<file path="src/core/fmr_map.svh">
// Purpose: register indices, field positions and latch layout of the fault gate block
// Assumes: included by its bare name from the design files
// Notes: byte address of a register is four times its index
`ifndef FMR_MAP_SVH
`define FMR_MAP_SVH

// ----------------------------------------------------------------
// register indices (byte address = index * 4)
// ----------------------------------------------------------------
`define FMR_IDX_GATE_A 16'h0016
`define FMR_IDX_GATE_B 16'h0017
`define FMR_IDX_CLEAR_A 16'h0331
`define FMR_IDX_CLEAR_B 16'h0332
`define FMR_IDX_OVERVIEW 16'h052D

// ----------------------------------------------------------------
// reset values and writable bits
// ----------------------------------------------------------------
`define FMR_RST_BYTE 8'h00
`define FMR_GATE_A_USED 8'h9F
`define FMR_GATE_B_USED 8'h7F

// ----------------------------------------------------------------
// gate and clear register bit positions (same layout in both pairs)
// ----------------------------------------------------------------
`define FMR_A_PROT 7
`define FMR_A_UV 4
`define FMR_A_OV 3
`define FMR_A_COMP 2
`define FMR_A_SYS 1
`define FMR_A_PWR 0
`define FMR_B_OTP_CRC 6
`define FMR_B_OTP_ECC 5
`define FMR_B_FLINK 4
`define FMR_B_FTONE 3
`define FMR_B_HBEAT 2
`define FMR_B_DAISY 1
`define FMR_B_HOST 0

// ----------------------------------------------------------------
// overview bit positions
// ----------------------------------------------------------------
`define FMR_S_PROT 7
`define FMR_S_COMP 6
`define FMR_S_OTP 5
`define FMR_S_LINK 4
`define FMR_S_RSVD 3
`define FMR_S_VOLT 2
`define FMR_S_SYS 1
`define FMR_S_PWR 0

// ----------------------------------------------------------------
// bit positions inside the otp and third link flag bytes
// ----------------------------------------------------------------
`define FMR_OTP_CUSTOMER_CHECKSUM_ERROR 7
`define FMR_OTP_FACTORY_CHECKSUM_ERROR 6
`define FMR_OTP_SINGLE 1
`define FMR_OTP_DOUBLE 0
`define FMR_OTP_CRC_MASK 8'hC0
`define FMR_L3_FLINK 3
`define FMR_L3_FTONE 2
`define FMR_L3_HEARTBEAT_TOO_FAST 1
`define FMR_L3_HB_MISS 0

// ----------------------------------------------------------------
// layout of the flat latched flag vector: low bit and width per group
// ----------------------------------------------------------------
`define FMR_PROT_LO 0
`define FMR_PROT_W 16
`define FMR_UV_LO 16
`define FMR_UV_W 16
`define FMR_OV_LO 32
`define FMR_OV_W 16
`define FMR_COMP_LO 48
`define FMR_COMP_W 64
`define FMR_SYS_LO 112
`define FMR_SYS_W 8
`define FMR_PWR_LO 120
`define FMR_PWR_W 24
`define FMR_OTP_LO 144
`define FMR_L1_LO 152
`define FMR_L2_LO 160
`define FMR_L3_LO 168
`define FMR_DBG_U_LO 176
`define FMR_DBG_U_W 8
`define FMR_DBG_L_LO 184
`define FMR_DBG_L_W 16
`define FMR_BYTE_W 8
`define FMR_FLAG_W 200

`endif

</file>
<file path="src/core/fmr_pkg.sv">
// Purpose: shared types of the fault gate block
// Assumes: layout numbers live in fmr_map.svh
// Notes: no constants here, only types
package fmr_pkg;
	typedef logic [7:0] fmr_byte_t; // one register byte
	typedef logic [31:0] fmr_word_t; // apb data word
	typedef logic [15:0] fmr_addr_t; // apb byte address
endpackage

</file>
<file path="src/core/fmr_latch_if.sv">
// Purpose: carrier between the gate logic and the latched flag bank
// Assumes: one clock, driven by the top module
// Notes: set and clear are one-cycle strobes
`timescale 1ns/1ps
interface fmr_latch_if #(parameter int W = 200);
	logic [W-1:0] set; // fault events to latch
	logic [W-1:0] clr; // clear strobes
	logic [W-1:0] q; // latched flags
	modport ctrl (output set, output clr, input q);
	modport bank (input set, input clr, output q);
endinterface

</file>
<file path="src/core/fmr_flag_bank.sv">
// Purpose: latched fault flag storage with set over clear priority
// Assumes: synchronous active-low reset, clock enable freezes state
// Notes: flags are read straight from flops
`timescale 1ns/1ps
module fmr_flag_bank #(
	parameter int W = 200
) (
	input wire logic core_clk, // device clock
	input wire logic rst_n, // synchronous reset, active low
	input wire logic ce, // clock enable
	fmr_latch_if.bank lb // set, clear and flag vectors
);
	// ----------------------------------------------------------------
	// flag storage
	// ----------------------------------------------------------------
	// a new event in the clear cycle survives, so a clear never drops a fault; events while ce is low are not latched
	always_ff @(posedge core_clk)
	begin
		if (!rst_n)
			lb.q <= '0;
		else if (ce)
			lb.q <= (lb.q & ~lb.clr) | lb.set;
	end
endmodule

</file>
<file path="src/core/fmr_fault_gate.sv">
// Purpose: fault gating, group clearing and overview for the alarm pin
// Assumes: apb slave, zero wait states, inputs synchronous to core_clk
// Notes: group flags are latched here from one-cycle event inputs
`timescale 1ns/1ps
`include "fmr_map.svh"
module fmr_fault_gate (
	input wire logic core_clk, // device clock, 100 MHz
	input wire logic rst_n, // synchronous reset, active low
	input wire logic ce, // clock enable, freezes all state when low
	input wire logic psel, // apb select
	input wire logic penable, // apb enable
	input wire logic pwrite, // apb direction, high for write
	input wire fmr_pkg::fmr_addr_t paddr, // apb byte address
	input wire fmr_pkg::fmr_word_t pwdata, // apb write data
	output fmr_pkg::fmr_word_t prdata, // apb read data, registered
	output logic pready, // apb ready
	output logic pslverr, // apb error for unmapped or read-only write
	input wire logic [`FMR_FLAG_W-1:0] fault_set, // one-cycle fault events
	output logic [`FMR_FLAG_W-1:0] fault_flags, // latched fault flags
	output logic alarm_out_n // fault alarm pin, active low
);
	// ----------------------------------------------------------------
	// state and wiring
	// ----------------------------------------------------------------
	fmr_pkg::fmr_byte_t gate_a_reg; // first gate register
	fmr_pkg::fmr_byte_t gate_b_reg; // second gate register
	fmr_pkg::fmr_byte_t overview_reg; // gated group overview
	fmr_pkg::fmr_byte_t overview_next; // overview computed from flags
	fmr_pkg::fmr_word_t prdata_reg; // read data captured in setup
	logic alarm_reg; // alarm pin flop, high means idle
	fmr_pkg::fmr_byte_t clear_a; // first clear strobe byte
	fmr_pkg::fmr_byte_t clear_b; // second clear strobe byte
	logic [`FMR_FLAG_W-1:0] q; // latched flags
	logic [`FMR_FLAG_W-1:0] clr_vec; // clear vector for the bank
	logic setup_ph; // apb setup phase
	logic access_ph; // apb access phase
	logic hit_ga; // first gate register addressed
	logic hit_gb; // second gate register addressed
	logic hit_ca; // first clear register addressed
	logic hit_cb; // second clear register addressed
	logic hit_ov; // overview addressed
	logic mapped; // any register addressed
	logic wr_ok; // accepted write this cycle
	fmr_pkg::fmr_byte_t otp_b; // otp flag byte
	fmr_pkg::fmr_byte_t l3_b; // third link flag byte

	fmr_latch_if #(.W(`FMR_FLAG_W)) lb ();

	fmr_flag_bank #(.W(`FMR_FLAG_W)) u_bank (
		.core_clk(core_clk),
		.rst_n(rst_n),
		.ce(ce),
		.lb(lb)
	);

	// ----------------------------------------------------------------
	// address decode
	// ----------------------------------------------------------------
	// word address match: byte address is the index shifted by two
	function automatic logic reg_hit(input fmr_pkg::fmr_addr_t a, input logic [15:0] idx);
		return a == {idx[13:0], 2'b00};
	endfunction

	assign setup_ph = psel & ~penable;
	assign access_ph = psel & penable;
	assign hit_ga = reg_hit(paddr, `FMR_IDX_GATE_A);
	assign hit_gb = reg_hit(paddr, `FMR_IDX_GATE_B);
	assign hit_ca = reg_hit(paddr, `FMR_IDX_CLEAR_A);
	assign hit_cb = reg_hit(paddr, `FMR_IDX_CLEAR_B);
	assign hit_ov = reg_hit(paddr, `FMR_IDX_OVERVIEW);
	assign mapped = hit_ga | hit_gb | hit_ca | hit_cb | hit_ov;
	// a write to the read-only overview is refused and stores nothing
	assign wr_ok = ce & access_ph & pwrite & mapped & ~hit_ov;
	// ready drops with the clock enable so the master waits out a freeze
	assign pready = ce;
	// holes in the map are refused with an error rather than aliased onto a register
	assign pslverr = access_ph & (~mapped | (pwrite & hit_ov));
	assign prdata = prdata_reg;

	// ----------------------------------------------------------------
	// gate registers
	// ----------------------------------------------------------------
	// reserved and spare bits are never stored, so they read as zero
	always_ff @(posedge core_clk)
	begin
		if (!rst_n)
		begin
			gate_a_reg <= `FMR_RST_BYTE;
			gate_b_reg <= `FMR_RST_BYTE;
		end
		else if (wr_ok)
		begin
			if (hit_ga)
				gate_a_reg <= pwdata[7:0] & `FMR_GATE_A_USED;
			if (hit_gb)
				gate_b_reg <= pwdata[7:0] & `FMR_GATE_B_USED;
		end
	end

	// ----------------------------------------------------------------
	// clear strobes
	// ----------------------------------------------------------------
	// clear bits hold no state: they act only in the write cycle
	// only bits 7:0 of the word carry register data, the rest is ignored
	assign clear_a = (wr_ok & hit_ca) ? pwdata[7:0] : `FMR_RST_BYTE;
	assign clear_b = (wr_ok & hit_cb) ? pwdata[7:0] : `FMR_RST_BYTE;

	// build the per-bit clear vector from the strobe bytes
	always_comb
	begin
		clr_vec = '0;
		clr_vec[`FMR_PROT_LO +: `FMR_PROT_W] = {`FMR_PROT_W{clear_a[`FMR_A_PROT]}};
		clr_vec[`FMR_UV_LO +: `FMR_UV_W] = {`FMR_UV_W{clear_a[`FMR_A_UV]}};
		clr_vec[`FMR_OV_LO +: `FMR_OV_W] = {`FMR_OV_W{clear_a[`FMR_A_OV]}};
		clr_vec[`FMR_COMP_LO +: `FMR_COMP_W] = {`FMR_COMP_W{clear_a[`FMR_A_COMP]}};
		clr_vec[`FMR_SYS_LO +: `FMR_SYS_W] = {`FMR_SYS_W{clear_a[`FMR_A_SYS]}};
		clr_vec[`FMR_PWR_LO +: `FMR_PWR_W] = {`FMR_PWR_W{clear_a[`FMR_A_PWR]}};
		// otp: each strobe touches only its own pair of bits
		clr_vec[`FMR_OTP_LO + `FMR_OTP_CUSTOMER_CHECKSUM_ERROR] = clear_b[`FMR_B_OTP_CRC];
		clr_vec[`FMR_OTP_LO + `FMR_OTP_FACTORY_CHECKSUM_ERROR] = clear_b[`FMR_B_OTP_CRC];
		clr_vec[`FMR_OTP_LO + `FMR_OTP_SINGLE] = clear_b[`FMR_B_OTP_ECC];
		clr_vec[`FMR_OTP_LO + `FMR_OTP_DOUBLE] = clear_b[`FMR_B_OTP_ECC];
		clr_vec[`FMR_L3_LO + `FMR_L3_FLINK] = clear_b[`FMR_B_FLINK];
		clr_vec[`FMR_L3_LO + `FMR_L3_FTONE] = clear_b[`FMR_B_FTONE];
		clr_vec[`FMR_L3_LO + `FMR_L3_HEARTBEAT_TOO_FAST] = clear_b[`FMR_B_HBEAT];
		clr_vec[`FMR_L3_LO + `FMR_L3_HB_MISS] = clear_b[`FMR_B_HBEAT];
		// link groups take their debug bytes with them
		clr_vec[`FMR_L2_LO +: `FMR_BYTE_W] = {`FMR_BYTE_W{clear_b[`FMR_B_DAISY]}};
		clr_vec[`FMR_DBG_L_LO +: `FMR_DBG_L_W] = {`FMR_DBG_L_W{clear_b[`FMR_B_DAISY]}};
		clr_vec[`FMR_L1_LO +: `FMR_BYTE_W] = {`FMR_BYTE_W{clear_b[`FMR_B_HOST]}};
		clr_vec[`FMR_DBG_U_LO +: `FMR_DBG_U_W] = {`FMR_DBG_U_W{clear_b[`FMR_B_HOST]}};
	end

	// events go to the bank unfiltered: gates act only downstream
	assign lb.set = fault_set;
	assign lb.clr = clr_vec;
	assign q = lb.q;
	assign fault_flags = q;
	assign otp_b = q[`FMR_OTP_LO +: `FMR_BYTE_W];
	assign l3_b = q[`FMR_L3_LO +: `FMR_BYTE_W];

	// ----------------------------------------------------------------
	// gated overview
	// ----------------------------------------------------------------
	// a gate bit of 1 suppresses its group, 0 lets it through
	// both otp gates feed one overview bit, as the five link sources do
	always_comb
	begin
		overview_next = `FMR_RST_BYTE;
		overview_next[`FMR_S_PROT] = ~gate_a_reg[`FMR_A_PROT]
			& (|q[`FMR_PROT_LO +: `FMR_PROT_W]);
		overview_next[`FMR_S_COMP] = ~gate_a_reg[`FMR_A_COMP]
			& (|q[`FMR_COMP_LO +: `FMR_COMP_W]);
		overview_next[`FMR_S_OTP] =
			(~gate_b_reg[`FMR_B_OTP_CRC] & (|(otp_b & `FMR_OTP_CRC_MASK)))
			| (~gate_b_reg[`FMR_B_OTP_ECC] & (|(otp_b & ~`FMR_OTP_CRC_MASK)));
		overview_next[`FMR_S_LINK] =
			(~gate_b_reg[`FMR_B_HOST] & (|q[`FMR_L1_LO +: `FMR_BYTE_W]))
			| (~gate_b_reg[`FMR_B_DAISY] & (|q[`FMR_L2_LO +: `FMR_BYTE_W]))
			| (~gate_b_reg[`FMR_B_FLINK] & l3_b[`FMR_L3_FLINK])
			| (~gate_b_reg[`FMR_B_FTONE] & l3_b[`FMR_L3_FTONE])
			| (~gate_b_reg[`FMR_B_HBEAT]
				& (l3_b[`FMR_L3_HEARTBEAT_TOO_FAST] | l3_b[`FMR_L3_HB_MISS]));
		overview_next[`FMR_S_VOLT] =
			(~gate_a_reg[`FMR_A_OV] & (|q[`FMR_OV_LO +: `FMR_OV_W]))
			| (~gate_a_reg[`FMR_A_UV] & (|q[`FMR_UV_LO +: `FMR_UV_W]));
		overview_next[`FMR_S_SYS] = ~gate_a_reg[`FMR_A_SYS]
			& (|q[`FMR_SYS_LO +: `FMR_SYS_W]);
		overview_next[`FMR_S_PWR] = ~gate_a_reg[`FMR_A_PWR]
			& (|q[`FMR_PWR_LO +: `FMR_PWR_W]);
	end

	// overview and pin share one flop stage so software and pin agree
	always_ff @(posedge core_clk)
	begin
		if (!rst_n)
		begin
			overview_reg <= `FMR_RST_BYTE;
			alarm_reg <= 1'b1;
		end
		else if (ce)
		begin
			overview_reg <= overview_next;
			alarm_reg <= ~(|overview_next);
		end
	end

	assign alarm_out_n = alarm_reg;

	// ----------------------------------------------------------------
	// read data
	// ----------------------------------------------------------------
	// captured in setup so prdata comes from a flop with no wait state;
	// limitation: the overview read is the value one cycle before access
	// clear registers are write strobes, so there is nothing to read back
	always_ff @(posedge core_clk)
	begin
		if (!rst_n)
			prdata_reg <= '0;
		else if (ce && setup_ph && !pwrite)
		begin
			if (hit_ga)
				prdata_reg <= {24'h00_0000, gate_a_reg};
			else if (hit_gb)
				prdata_reg <= {24'h00_0000, gate_b_reg};
			else if (hit_ov)
				prdata_reg <= {24'h00_0000, overview_reg};
			else
				prdata_reg <= '0; // clear registers and holes read zero
		end
	end
endmodule

</file>
<file path="config.mk">
export PLATFORM = sky130hd
export DESIGN_NAME = fmr_fault_gate
export DESIGN_NICKNAME = d
export VERILOG_FILES = /design/src/core/fmr_pkg.sv /design/src/core/fmr_latch_if.sv /design/src/core/fmr_flag_bank.sv /design/src/core/fmr_fault_gate.sv
export VERILOG_INCLUDE_DIRS = /design/src /design/src/core
export SDC_FILE = /design/constraint.sdc
export NUM_CORES = 1
export LEC_CHECK = 0
export ABC_AREA = 1
export BUFFER_PORTS_ARGS = -buffer_cell sky130_fd_sc_hd__buf_2
export CAP_MARGIN = 40
export CELL_PAD_IN_SITES_DETAIL_PLACEMENT = 0
export CELL_PAD_IN_SITES_GLOBAL_PLACEMENT = 1
export CORE_MARGIN = 2
export CORE_UTILIZATION = 27
export DETAILED_ROUTE_END_ITERATION = 10
export HOLD_SLACK_MARGIN = 0.05
export PLACE_DENSITY = 0.81
export SYNTH_ARGS = -nofsm -noshare
export SYNTH_HDL_FRONTEND = slang
export SYNTH_SLANG_ARGS = --single-unit
</file>
<file path="constraint.sdc">
create_clock -name core_clk -period 1.65 [get_ports core_clk]
set_clock_uncertainty 0.15 [all_clocks]
set_input_delay 0.165 -clock core_clk [delete_from_list [all_inputs] [get_ports core_clk]]
set_output_delay 0.165 -clock core_clk [all_outputs]
set_load 0.02 [all_outputs]
</file>
Word-level counts from Yosys, hierarchy flattened. Cells that the tools add are included.

Word-level logic and storage cells: 87. Bits of input ports: 254. Output and inout bits: 235. Register bits: 253.

Bitwise operators: 55. Reductions and logical operators: 16. Equal/unequal tests: 5. Multiplexer cells: 5.

Operator list (number): 200-bit AND (1); 200-bit inverter (1); 200-bit OR (1); 64-bit OR reduction (1); 16-bit OR reduction (3); 16-bit by 12-bit == test with 1-bit output, second input constant (2); 16-bit by 7-bit == test with 1-bit output, second input constant (2); 8-bit two-way mux (4); 24-bit OR reduction (1); 8-bit OR reduction (3); 1-bit AND (23); 1-bit inverter (17); 16-bit by 13-bit == test with 1-bit output, second input constant (1); 1-bit OR (12); 7-bit two-way mux (1); 7-bit OR reduction (1); 6-bit OR reduction (1); 2-bit AND reduction (2); 1-bit logical AND (2); 2-bit OR reduction (1); 1-bit logical NOT (1).

Depth between registers and ports, before layout. Gate-level depths: netlist (run 1).

Depth in word-level cells: 12. Depth in mapped cells: 14. Mapped depth without buffers: 12.

Modules after synthesis. Synthesis (run 1) repeated with hierarchy kept, for this count alone.

Cells, all modules: 1529. Area total of the unflattened synthesis: 10486.3 sq um.

By module, submodules not included: fmr_flag_bank (instances 1, cells each 1068, area an instance 7826.3 sq um); fmr_fault_gate (instances 1, cells each 461, area an instance 2660.1 sq um).

Least setup slack after synthesis (run 1). OpenSTA, ideal clock, no wires.

Path type: input-to-reg. Start point: in paddr[15]. End point: reg gate_a_reg[0]. Data required time: 1.384 ns. Path buffers: 2. Arrival: 1.454 ns. Slack: -0.070 ns. Stages on the path: 12. Cell sequence: nor2_2 > nand2_1 > inv_1 > nand2_1 > nor2_4 > nor2_1 > nand2_2 > buf_6 > nand3_2 > buf_2 > o21ai_0 > nor2_1.

Word-level cells in the longest chain between the ends: 8.

Ends and longest elaborated chain: start: declaration (line fmr_fault_gate.sv:13) `input wire fmr_pkg::fmr_addr_t paddr,`; 16-bit by 7-bit == test with 1-bit output (line fmr_fault_gate.sv:61) `return a == {idx[13:0], 2'b00};`; 1-bit OR (4 in series) (line fmr_fault_gate.sv:71) `assign mapped = hit_ga | hit_gb | hit_ca | hit_cb | hit_ov;`; 1-bit AND (2 in series) (line fmr_fault_gate.sv:73) `assign wr_ok = ce & access_ph & pwrite & mapped & ~hit_ov;`; 2-bit AND reduction (no source line) (*); end signal: assignment (line fmr_fault_gate.sv:88) `` gate_a_reg <= `FMR_RST_BYTE; ``; end signal: assignment (line fmr_fault_gate.sv:94) `` gate_a_reg <= pwdata[7:0] & `FMR_GATE_A_USED; ``; end: declaration (line fmr_fault_gate.sv:25) `fmr_pkg::fmr_byte_t gate_a_reg;`.

Mark *: on every way between the ends. The rest lies on a longest branch, timed or not. A chain may end at the register's enable or synchronous reset.

Worst setup path in the final report (run 1).
Start point: in paddr[1]. End point: out pslverr.

Word-level cells in the longest chain between the ends: 8.

Ends and longest elaborated chain: 16-bit by 7-bit == test with 1-bit output (line fmr_fault_gate.sv:61); 1-bit OR (4 in series) (line fmr_fault_gate.sv:71); 1-bit inverter (line fmr_fault_gate.sv:77) `assign pslverr = access_ph & (~mapped | (pwrite & hit_ov));`; 1-bit OR (*) (line fmr_fault_gate.sv:77); 1-bit AND (*) (line fmr_fault_gate.sv:77); end: declaration (line fmr_fault_gate.sv:17) `output logic pslverr,`.

Marks and branches as above.

==> out/qor.yml, run 1 <==
final_common_cell: "nand2_1"
setup_viol: 0
cp_top_family: "buffers and inverters"
yosys-mux-area-fraction: 0
synth.cell_area_um2: 9190
fillerInstances: 3273
ir_worst_vdd_uv: 747
critPathSlowestCell: "a21oi_4"
first_pass_iters: 5
synth-simple-area-share: 0.291
synth.distinct_cells: 30
drt-total-wl_um: 37400
switchingPower_w: 0.00412
p_clk_frac: 0.433
synth_seq_cells: 229
comb_power_share: 0.165
drv_cap: 0
rsz0062_at_grt: "yes"
cts_buffers: 27
hold-worst-slack_ns: 0.116
rows: 67
synth_top_family_by_area: "simple AND/OR/NAND/NOR gates"
syn_area_per_cell_um2: 7.18
async_flop_share: 0
design_area_um2: 15500
crit_top_cell: "nand2_2"
die_h_um: 189
required_ns: 1.33
num-nets-final: 2218
core_um2: 33500
synth_fa_ha_area_frac: 0
leakagePower_nw: 7.60
critPathMaxStageDelay_ns: 0.16
grtUsageTotal: 0.200
post-place-ws_ns: -0.473
end_kind: "output pin"
wire_per_inst_um: 15.4
hold_violations: 0
drc: 0
place_congestion: 0.863
dr.first_iter.drc_count: 491
cp_data_arrival_time_ns: 1.30
die_w_um: 189
dp_hpwl_um: 26300
synth_flop_cell: "dfxtp_1"
cp_num_buf_inv: 4
crit_chain: "buf_2 -> nor2_4 -> nand2_1 -> nor2_2 -> nand2_2 -> inv_2 -> buf_4 -> nand2_2 -> a21oi_4 -> buf_6"
numClockSinks: 229
start_util: 0.274
cp_max_fo: 3
drive_gt1_frac: 0.300
io_pins: 489
grt.overflow.total: 0
antenna_found_initial: 2
cts_buffer_depth: 3
layout_common_cells: "nand2_1, buf_2, dfxtp_1"
final_util: 0.462
dp.cells: 2171
synth_compound_area_frac: 0.133
netlist.area_leader.share: 0.499
cts_tree: "yes"
final_antenna_net_count: 0
cts_htree_levels: 1
grt_pass1_vias: 10800
clock_latency_ns: 0.55
dpl_cell_area_um2: 12300
layout.cells.non_filler: 2433
synth-edff-count: 0
synth.largest_area_cell: "dfxtp_1"
ys_warn_count: 0
largest_register_ffs: 200
period_share: 0.979
status: "complete, no violations"
worst_slack_ns: 0.0344
r2r_slack_ns: 0.14
via_per_inst: 4.49
slew_violations: 0
min_period_ns: 1.62
grt_pass1_wl_um: 57300
ys_seq_area_frac: 0.499
p_seq_frac: 0.402
sw_frac_of_total: 0.269
root_buffer: "clkbuf_16"
fmax_mhz: 619
intPower_w: 0.0112
grt_max_degree: 89
synthXorXnorAreaFrac: 0
path_clk_slew_ns: 0.06
power_density_nw_per_um2: 989
cp-start-kind: "input pin"
via_count: 10900
netlist_top_cells_area: "dfxtp_1, nand2_1, a21oi_1"
critical_path_class: "in2out"
die_area_um2: 35500
hold_path_class: "in2reg"
syn_to_final_growth_pct: 68.5
port_buffers: 440
synthCells: 1280
-- synthesized netlist by cell type, types with 3 or more instances --
master and n:
nand3_1 21, nor4_1 15, a21oi_1 215, nand4_1 24, nand2_1 467, clkbuf_1 50
buf_2 15, nor2_1 105, nand3b_1 3, nor2_2 3, o21ai_0 23, buf_4 26
and3_1 3, dfxtp_1 229, inv_1 60, nor3_1 3
-- through the flow --
step | power (W) | TNS (ns)
after floorplan | 0.00742 | -0.948
after global placement | 0.00834 | -84.41
after detailed placement | 0.00837 | -88.24
after CTS | 0.0155 | 0
after global routing | 0.0160 | -0.0394
final | 0.0153 | 0
-- kinds of logic (layout without fill, tap and decap cells) --
group / after synthesis / after routing
flip-flops: 229 / 229
buffers and inverters: 154 / 835
AND/OR/NAND/NOR: 653 / 653
AO/OA/AOI/OAI: 243 / 243
other: 1 / 25
-- metal layers --
metal | share of wire | global-route usage
met5 | 0.00035 | 0
met4 | 0.038 | 0.0736
met3 | 0.069 | 0.0397
met2 | 0.48 | 0.347
met1 | 0.41 | 0.244
-- worst register-to-register path, cell delays in order, from the launching register on --
cell	delay (ns)
dfxtp_1	0.34
nor4_1	0.36
nand3_2	0.16
nand2_1	0.12
nand2_1	0.09
nor2_1	0.13
nand2_1	0.06
nand2_1	0.05
-- what timing repair did --
| action | in CTS | in global routing |
|---|---|---|
| hold buffers | 211 | 0 |
| pin swaps | 4 | 6 |
| buffers inserted | 1 | 1 |
| gates resized for setup | 14 | 15 |
| endpoints found under the hold margin | 226 | 0 |
| setup endpoints to repair | 1 | 77 |
-- power groups by stage --
stage          sequential (W)  clock (W)  combinational [W]
2_1_floorplan         0.00663          0           0.000787
3_3_place_gp          0.00626          0            0.00208
3_5_place_dp          0.00627          0            0.00210
4_1_cts               0.00615    0.00680            0.00251
5_1_grt               0.00620    0.00703            0.00275
6_report              0.00616    0.00662            0.00253
-- layout make-up --
class	count	area [um^2]	share of cell area
clock inverter	11	189	0.0122
tap	448	561	0.0362
antenna	1	2.50	0.000162
clock buffer	38	807	0.0521
sequential	229	4580	0.296
timing repair buffer	724	5000	0.323
multi-input combinational	920	4100	0.265
inverter	62	238	0.0154
-- worst paths after layout --
check                                       from  cells after the start                to
worst max-delay path                    paddr[1]                     10           pslverr
worst min-delay path                    paddr[2]                      6         prdata[0]
worst max register to register  u_bank.lb.q[142]                      7       alarm_out_n
worst min register to register  u_bank.lb.q[193]                      2  u_bank.lb.q[193]
Note: power is estimated with default switching activity, not from simulation.
==> run 2, diff against run 1 <==
Settings changed: CELL_PAD_IN_SITES_GLOBAL_PLACEMENT 1 to 2, CORE_UTILIZATION 27 to 21, CTS_BUF_LIST set to sky130_fd_sc_hd__clkbuf_8, PLACE_DENSITY 0.81 to 0.83, REMOVE_ABC_BUFFERS set to 1.
==> run 2 against run 1 <==
  * Cell area up 3.7%
  * Final cell count up 8.3%
  * Combinational power up 4%
  * Routed wire length up 5.1%
  * Die area up 28%
  * First-iteration DRC count up 6.9%
  * Critical path depth down 3
  * Largest power group unchanged
==> out/qor.yml, run 2 (synthesis results as in run 1) <==
status: "complete, no violations"
grt_pass1_wl_um: 58600  # +2.3%
power_density_nw_per_um2: 949  # -4.0%
cp_max_fo: 3  # unchanged
period_share: 0.984  # +0.00499
final_antenna_net_count: 0  # unchanged
crit_chain: "nor2_2 -> nand4_1 -> nand3b_1 -> nand2_2 -> buf_4 -> buf_4 -> a21oi_1"
cp-start-kind: "register"
grt_pass1_vias: 11100  # +2.2%
final_util: 0.372  # -0.0900
final_common_cell: "nand2_1"
critPathSlowestCell: "dfxtp_4"
root_buffer: "clkbuf_8"
place_congestion: 0.772  # -11%
met2_length_um: 19600  # +9.3%
wl_met3_um: 2160  # -16%
largest_register_ffs: 200  # unchanged
post-place-ws_ns: -0.553  # -0.0805 ns
grtUsageTotal: 0.164  # -0.0358
wl_met1_um: 16400  # +6.1%
die_h_um: 213  # +13%
leakagePower_nw: 7.85  # +3.2%
rows: 76  # +13%
dp.cells: 2314  # +6.6%
drive_gt1_frac: 0.314  # +0.0144
syn_to_final_growth_pct: 74.6
first_pass_iters: 5  # unchanged
cp_top_family: "simple AND/OR/NAND/NOR gates"
slew_violations: 0  # unchanged
drt-total-wl_um: 39300  # +5.1%
grt_max_degree: 129  # +45%
core_um2: 43200  # +29%
die_area_um2: 45500  # +28%
hold-worst-slack_ns: 0.0938  # -0.0223 ns
dr.first_iter.drc_count: 525  # +6.9%
dpl_cell_area_um2: 12500  # +1.6%
cts_buffer_depth: 3  # unchanged
fmax_mhz: 616  # -0.51%
wire_per_inst_um: 14.9  # -2.9%
num-nets-final: 2269  # +2.3%
worst_slack_ns: 0.0262  # -0.00824 ns
setup_viol: 0  # unchanged
top_layer_used: "met4"
crit_top_cell: "buf_4"
num_antenna_cells: 0  # -1
grt.overflow.total: 0  # unchanged
clock_latency_ns: 0.60  # +0.05 ns
end_kind: "register"
critical_path_class: "reg2reg"
critPathMaxStageDelay_ns: 0.35  # +0.19 ns
design_area_um2: 16100  # +3.7%
drc: 0  # unchanged
cts_htree_levels: 2  # +1
min_period_ns: 1.62  # +0.00824 ns
via_per_inst: 4.17  # -7.2%
start_util: 0.213  # -0.0612
dp_hpwl_um: 26700  # +1.4%
layout.cells.non_filler: 2634  # +8.3%
layout_common_cells: "nand2_1, buf_2, dlygate4sd3_1"
tightest_slew_ns: 0.893
io_pins: 489  # unchanged
path_clk_slew_ns: 0.06  # about the same
slew_headroom: 0.403
hold_violations: 0  # unchanged
drv_cap: 0  # unchanged
required_ns: 1.97  # +0.64 ns
cts_tree: "yes"
ir_worst_vdd_uv: 786  # +5.2%
antenna_found_initial: 0  # -2
numClockSinks: 229  # unchanged
die_w_um: 213  # +13%
hold_path_class: "in2reg"
rsz0062_at_grt: "yes"
cts_buffers: 45  # +67%
via_count: 11000  # +0.50%
cp_data_arrival_time_ns: 1.94  # +0.64 ns
port_buffers: 440  # unchanged
cp_num_buf_inv: 2  # -2
## run 2: changes by cell type in the layout (fill, tap and decap cells not counted), moves of 4 or more
cell | previous run | this run
buf_4 | 62 | 71
clkbuf_16 | 27 | 1
clkbuf_8 | 9 | 62
dfxtp_1 | 229 | 223
dfxtp_2 | 0 | 5
dlygate4sd3_1 | 211 | 233
inv_1 | 58 | 69
nor2_1 | 96 | 92
nor2_2 | 8 | 13
## run 2: timing repair
action | in CTS | in global routing
endpoints found under the hold margin | 229 | 0
pin swaps | 3 | 27
setup endpoints to repair | 3 | 123
hold buffers | 234 | 0
setup buffers | 2 | 3
gates cloned | 0 | 1
gates resized for setup | 7 | 44
## run 2: stage by stage
| stage | TNS [ns] | power [W] |
|---|---|---|
| 2_1_floorplan | -131.82 | 0.00730 |
| 3_3_place_gp | -88.56 | 0.00837 |
| 3_5_place_dp | -98.93 | 0.00839 |
| 4_1_cts | 0 | 0.0154 |
| 5_1_grt | -0.0988 | 0.0160 |
| 6_report | 0 | 0.0152 |
## run 2: final timing paths
| kind | from | end | slack, ns | cells after the start |
|---|---|---|---|---|
| setup / recovery | u_bank.lb.q[5] | overview_reg[7] | 0.03 | 7 |
| hold / removal | ce | u_bank.lb.q[150] | 0.09 | 7 |
| setup reg to reg | u_bank.lb.q[5] | overview_reg[7] | 0.03 | 7 |
| hold reg to reg | u_bank.lb.q[179] | u_bank.lb.q[179] | 0.31 | 2 |
## run 2: routing by layer
metal / up-vias / GRT usage
li1: 5553 / -
met1: 5025 / 0.194
met2: 319 / 0.286
met3: 79 / 0.0397
met4: 0 / 0.0637
met5: - / 0
## run 2: tightest hold or removal path, delay by kind of cell
family	cells	cell delay, ns
and+or+nand+nor	3	0.29
buffers and inverters	3	0.28
AOI/OAI and AO/OA	1	0.05
## run 2: final cells by class
class,instances,area (um^2)
clock buffer,62,853
inverter,62,238
fill,4596,27100
clock inverter,19,168
tap,585,732
timing repair buffer,757,5330
sequential,229,4590
multi-input combinational,920,4130
## run 2: where the power goes
group / total (W) / switching, W / internal, W
Combinational: 0.00262 / 0.00142 / 0.00120
Clock: 0.00645 / 0.00265 / 0.00381
Sequential: 0.00615 / 0.000262 / 0.00589
==> run 3, diff against run 2 <==
Settings changed: RECOVER_POWER set to 25.
==> run 3 against run 2 <==
  * Routed wire length barely moved
  * Register-to-register slack barely moved
  * Critical path depth did not move
  * Power barely moved
  * Utilization fell by 0.24 points
  * Fmax rose by 0.10%
  * Largest cell class unchanged
==> out/qor.yml, run 3 (synthesis results as in run 1) <==
cts_tree: "yes"
first_pass_iters: 6  # +1
wire_per_inst_um: 14.9  # about the same
via_count: 10900  # -0.25%
grt_pass1_vias: 11100  # unchanged
r2r_slack_ns: 0.03  # about the same
fillerInstances: 4623  # +0.59%
cts_buffer_depth: 3  # unchanged
place_congestion: 0.772  # unchanged
drc: 0  # unchanged
drt-total-wl_um: 39300  # about the same
cts_htree_levels: 2  # unchanged
rsz0062_at_grt: "yes"
timing.rr.end: "overview_reg[7]"
slew_violations: 0  # unchanged
num-nets-final: 2269  # unchanged
hold_violations: 0  # unchanged
hold-worst-slack_ns: 0.0928  # -0.00107 ns
setup_viol: 0  # unchanged
die_w_um: 213  # unchanged
dp_hpwl_um: 26700  # unchanged
clock_latency_ns: 0.60  # about the same
dr.first_iter.drc_count: 534  # +1.7%
crit_chain: "nor2_2 -> nand4_1 -> nand3b_1 -> nand2_2 -> buf_4 -> buf_4 -> a21oi_1"
core_um2: 43200  # unchanged
tightest_slew_ns: 0.865  # -0.0283 ns
start_util: 0.213  # unchanged
cp_max_fo: 3  # unchanged
cp_data_arrival_time_ns: 1.94  # about the same
slew_headroom: 0.422  # +0.0190
grt_max_degree: 129  # unchanged
worstRegToRegCells: 7  # unchanged
layout_common_cells: "nand2_1, buf_2, dlygate4sd3_1"
required_ns: 1.97  # about the same
seq_area_um2: 4590  # unchanged
num_antenna_cells: 0  # unchanged
final_antenna_net_count: 0  # unchanged
leakagePower_nw: 7.72  # -1.6%
via_per_inst: 4.16  # -0.25%
fmax_mhz: 616  # +0.10%
hold_path_class: "in2reg"
drv_cap: 0  # unchanged
port_buffers: 440  # unchanged
path_clk_slew_ns: 0.06  # about the same
hold-path-endpoint: "u_bank.lb.q[170]"
drive_gt1_frac: 0.302  # -0.0127
critPathMaxStageDelay_ns: 0.35  # about the same
die_area_um2: 45500  # unchanged
status: "complete, no violations"
rows: 76  # unchanged
end_kind: "register"
die_h_um: 213  # unchanged
cts_buffers: 45  # unchanged
cp-start-kind: "register"
grt.overflow.total: 0  # unchanged
final_common_cell: "nand2_1"
grt_pass1_wl_um: 58600  # unchanged
syn_to_final_growth_pct: 73.5
min_from: "ce"
largest_register_ffs: 200  # unchanged
antenna_found_initial: 0  # unchanged
min_path_cells: 6  # -1
io_pins: 489  # unchanged
min_period_ns: 1.62  # -0.00163 ns
root_buffer: "clkbuf_8"
grtUsageTotal: 0.164  # unchanged
tns_ns: 0  # unchanged
ir_worst_vdd_uv: 788  # +0.32%
numClockSinks: 229  # unchanged
power_density_nw_per_um2: 955  # +0.59%
multiInputGateArea_um2: 4110  # -0.57%
period_share: 0.983  # -0.000987
crit_top_cell: "buf_4"
critPathSlowestCell: "dfxtp_4"
r2r_start: "u_bank.lb.q[5]"
critical_path_class: "reg2reg"
## run 3: changes by cell type in the layout (fill, tap and decap cells not counted), sizes merged
cell / previous run / this run
clkbuf: 63 / 91
buf: 523 / 495
## run 3: final cells by class
type	count	share of cell area
clock buffer	62	0.0535
inverter	62	0.0149
sequential	229	0.288
multi-input combinational	920	0.258
timing repair buffer	757	0.329
tap	585	0.0459
clock inverter	19	0.0105
## run 3: metal layers
metal	up-vias	wire length, um	GRT usage
met3	78	2160	0.0397
met5	-	0	0
met1	4992	16400	0.194
met2	323	19600	0.286
met4	0	1170	0.0637
li1	5556	-	-
## run 3: timing repair
action / 4_1_cts / 5_1_grt
setup endpoints to repair: 3 / 123
gates resized for setup: 7 / 44
hold buffers: 234 / 0
gates cloned: 0 / 1
endpoints found under the hold margin: 229 / 0
buffers inserted: 2 / 3
pin swaps: 3 / 27
## run 3: worst max-delay path by stage
stage / end / slack [ns] / start
after detailed placement: u_bank.lb.q[58] / -0.55 / paddr[2]
after CTS: pslverr / 0.002 / paddr[11]
after global placement: u_bank.lb.q[59] / -0.52 / paddr[10]
after floorplan: u_bank.lb.q[100] / -0.93 / paddr[9]
final: overview_reg[7] / 0.03 / u_bank.lb.q[5]
after global routing: overview_reg[7] / -0.04 / u_bank.lb.q[5]
## run 3: where the power goes
part | total (W) | internal [W] | switching, W
clock network | 0.00646 | 0.00381 | 0.00265
registers | 0.00615 | 0.00589 | 0.000264
logic | 0.00261 | 0.00119 | 0.00142
## run 3: metrics by stage
step / total power, W / setup slack (ns) / util / cell area, um^2 / cells
after floorplan: 0.00730 / -0.926 / - / 8810 / 1211
after global placement: 0.00837 / -0.517 / 0.289 / 12500 / 2314
after detailed placement: 0.00839 / -0.553 / 0.289 / 12500 / 2314
after CTS: 0.0154 / 0.00198 / 0.368 / 15900 / 2631
after global routing: 0.0160 / -0.0389 / 0.369 / 15900 / 2634
final: 0.0152 / 0.0278 / 0.369 / 15900 / 2634
## run 3: worst max-delay path: cells and delay by family, from the launching register on
kind / cells / cell delay [ns]
compound gates: 1 / 0.04
buf+inv: 2 / 0.20
flops: 1 / 0.35
simple gates: 4 / 0.74
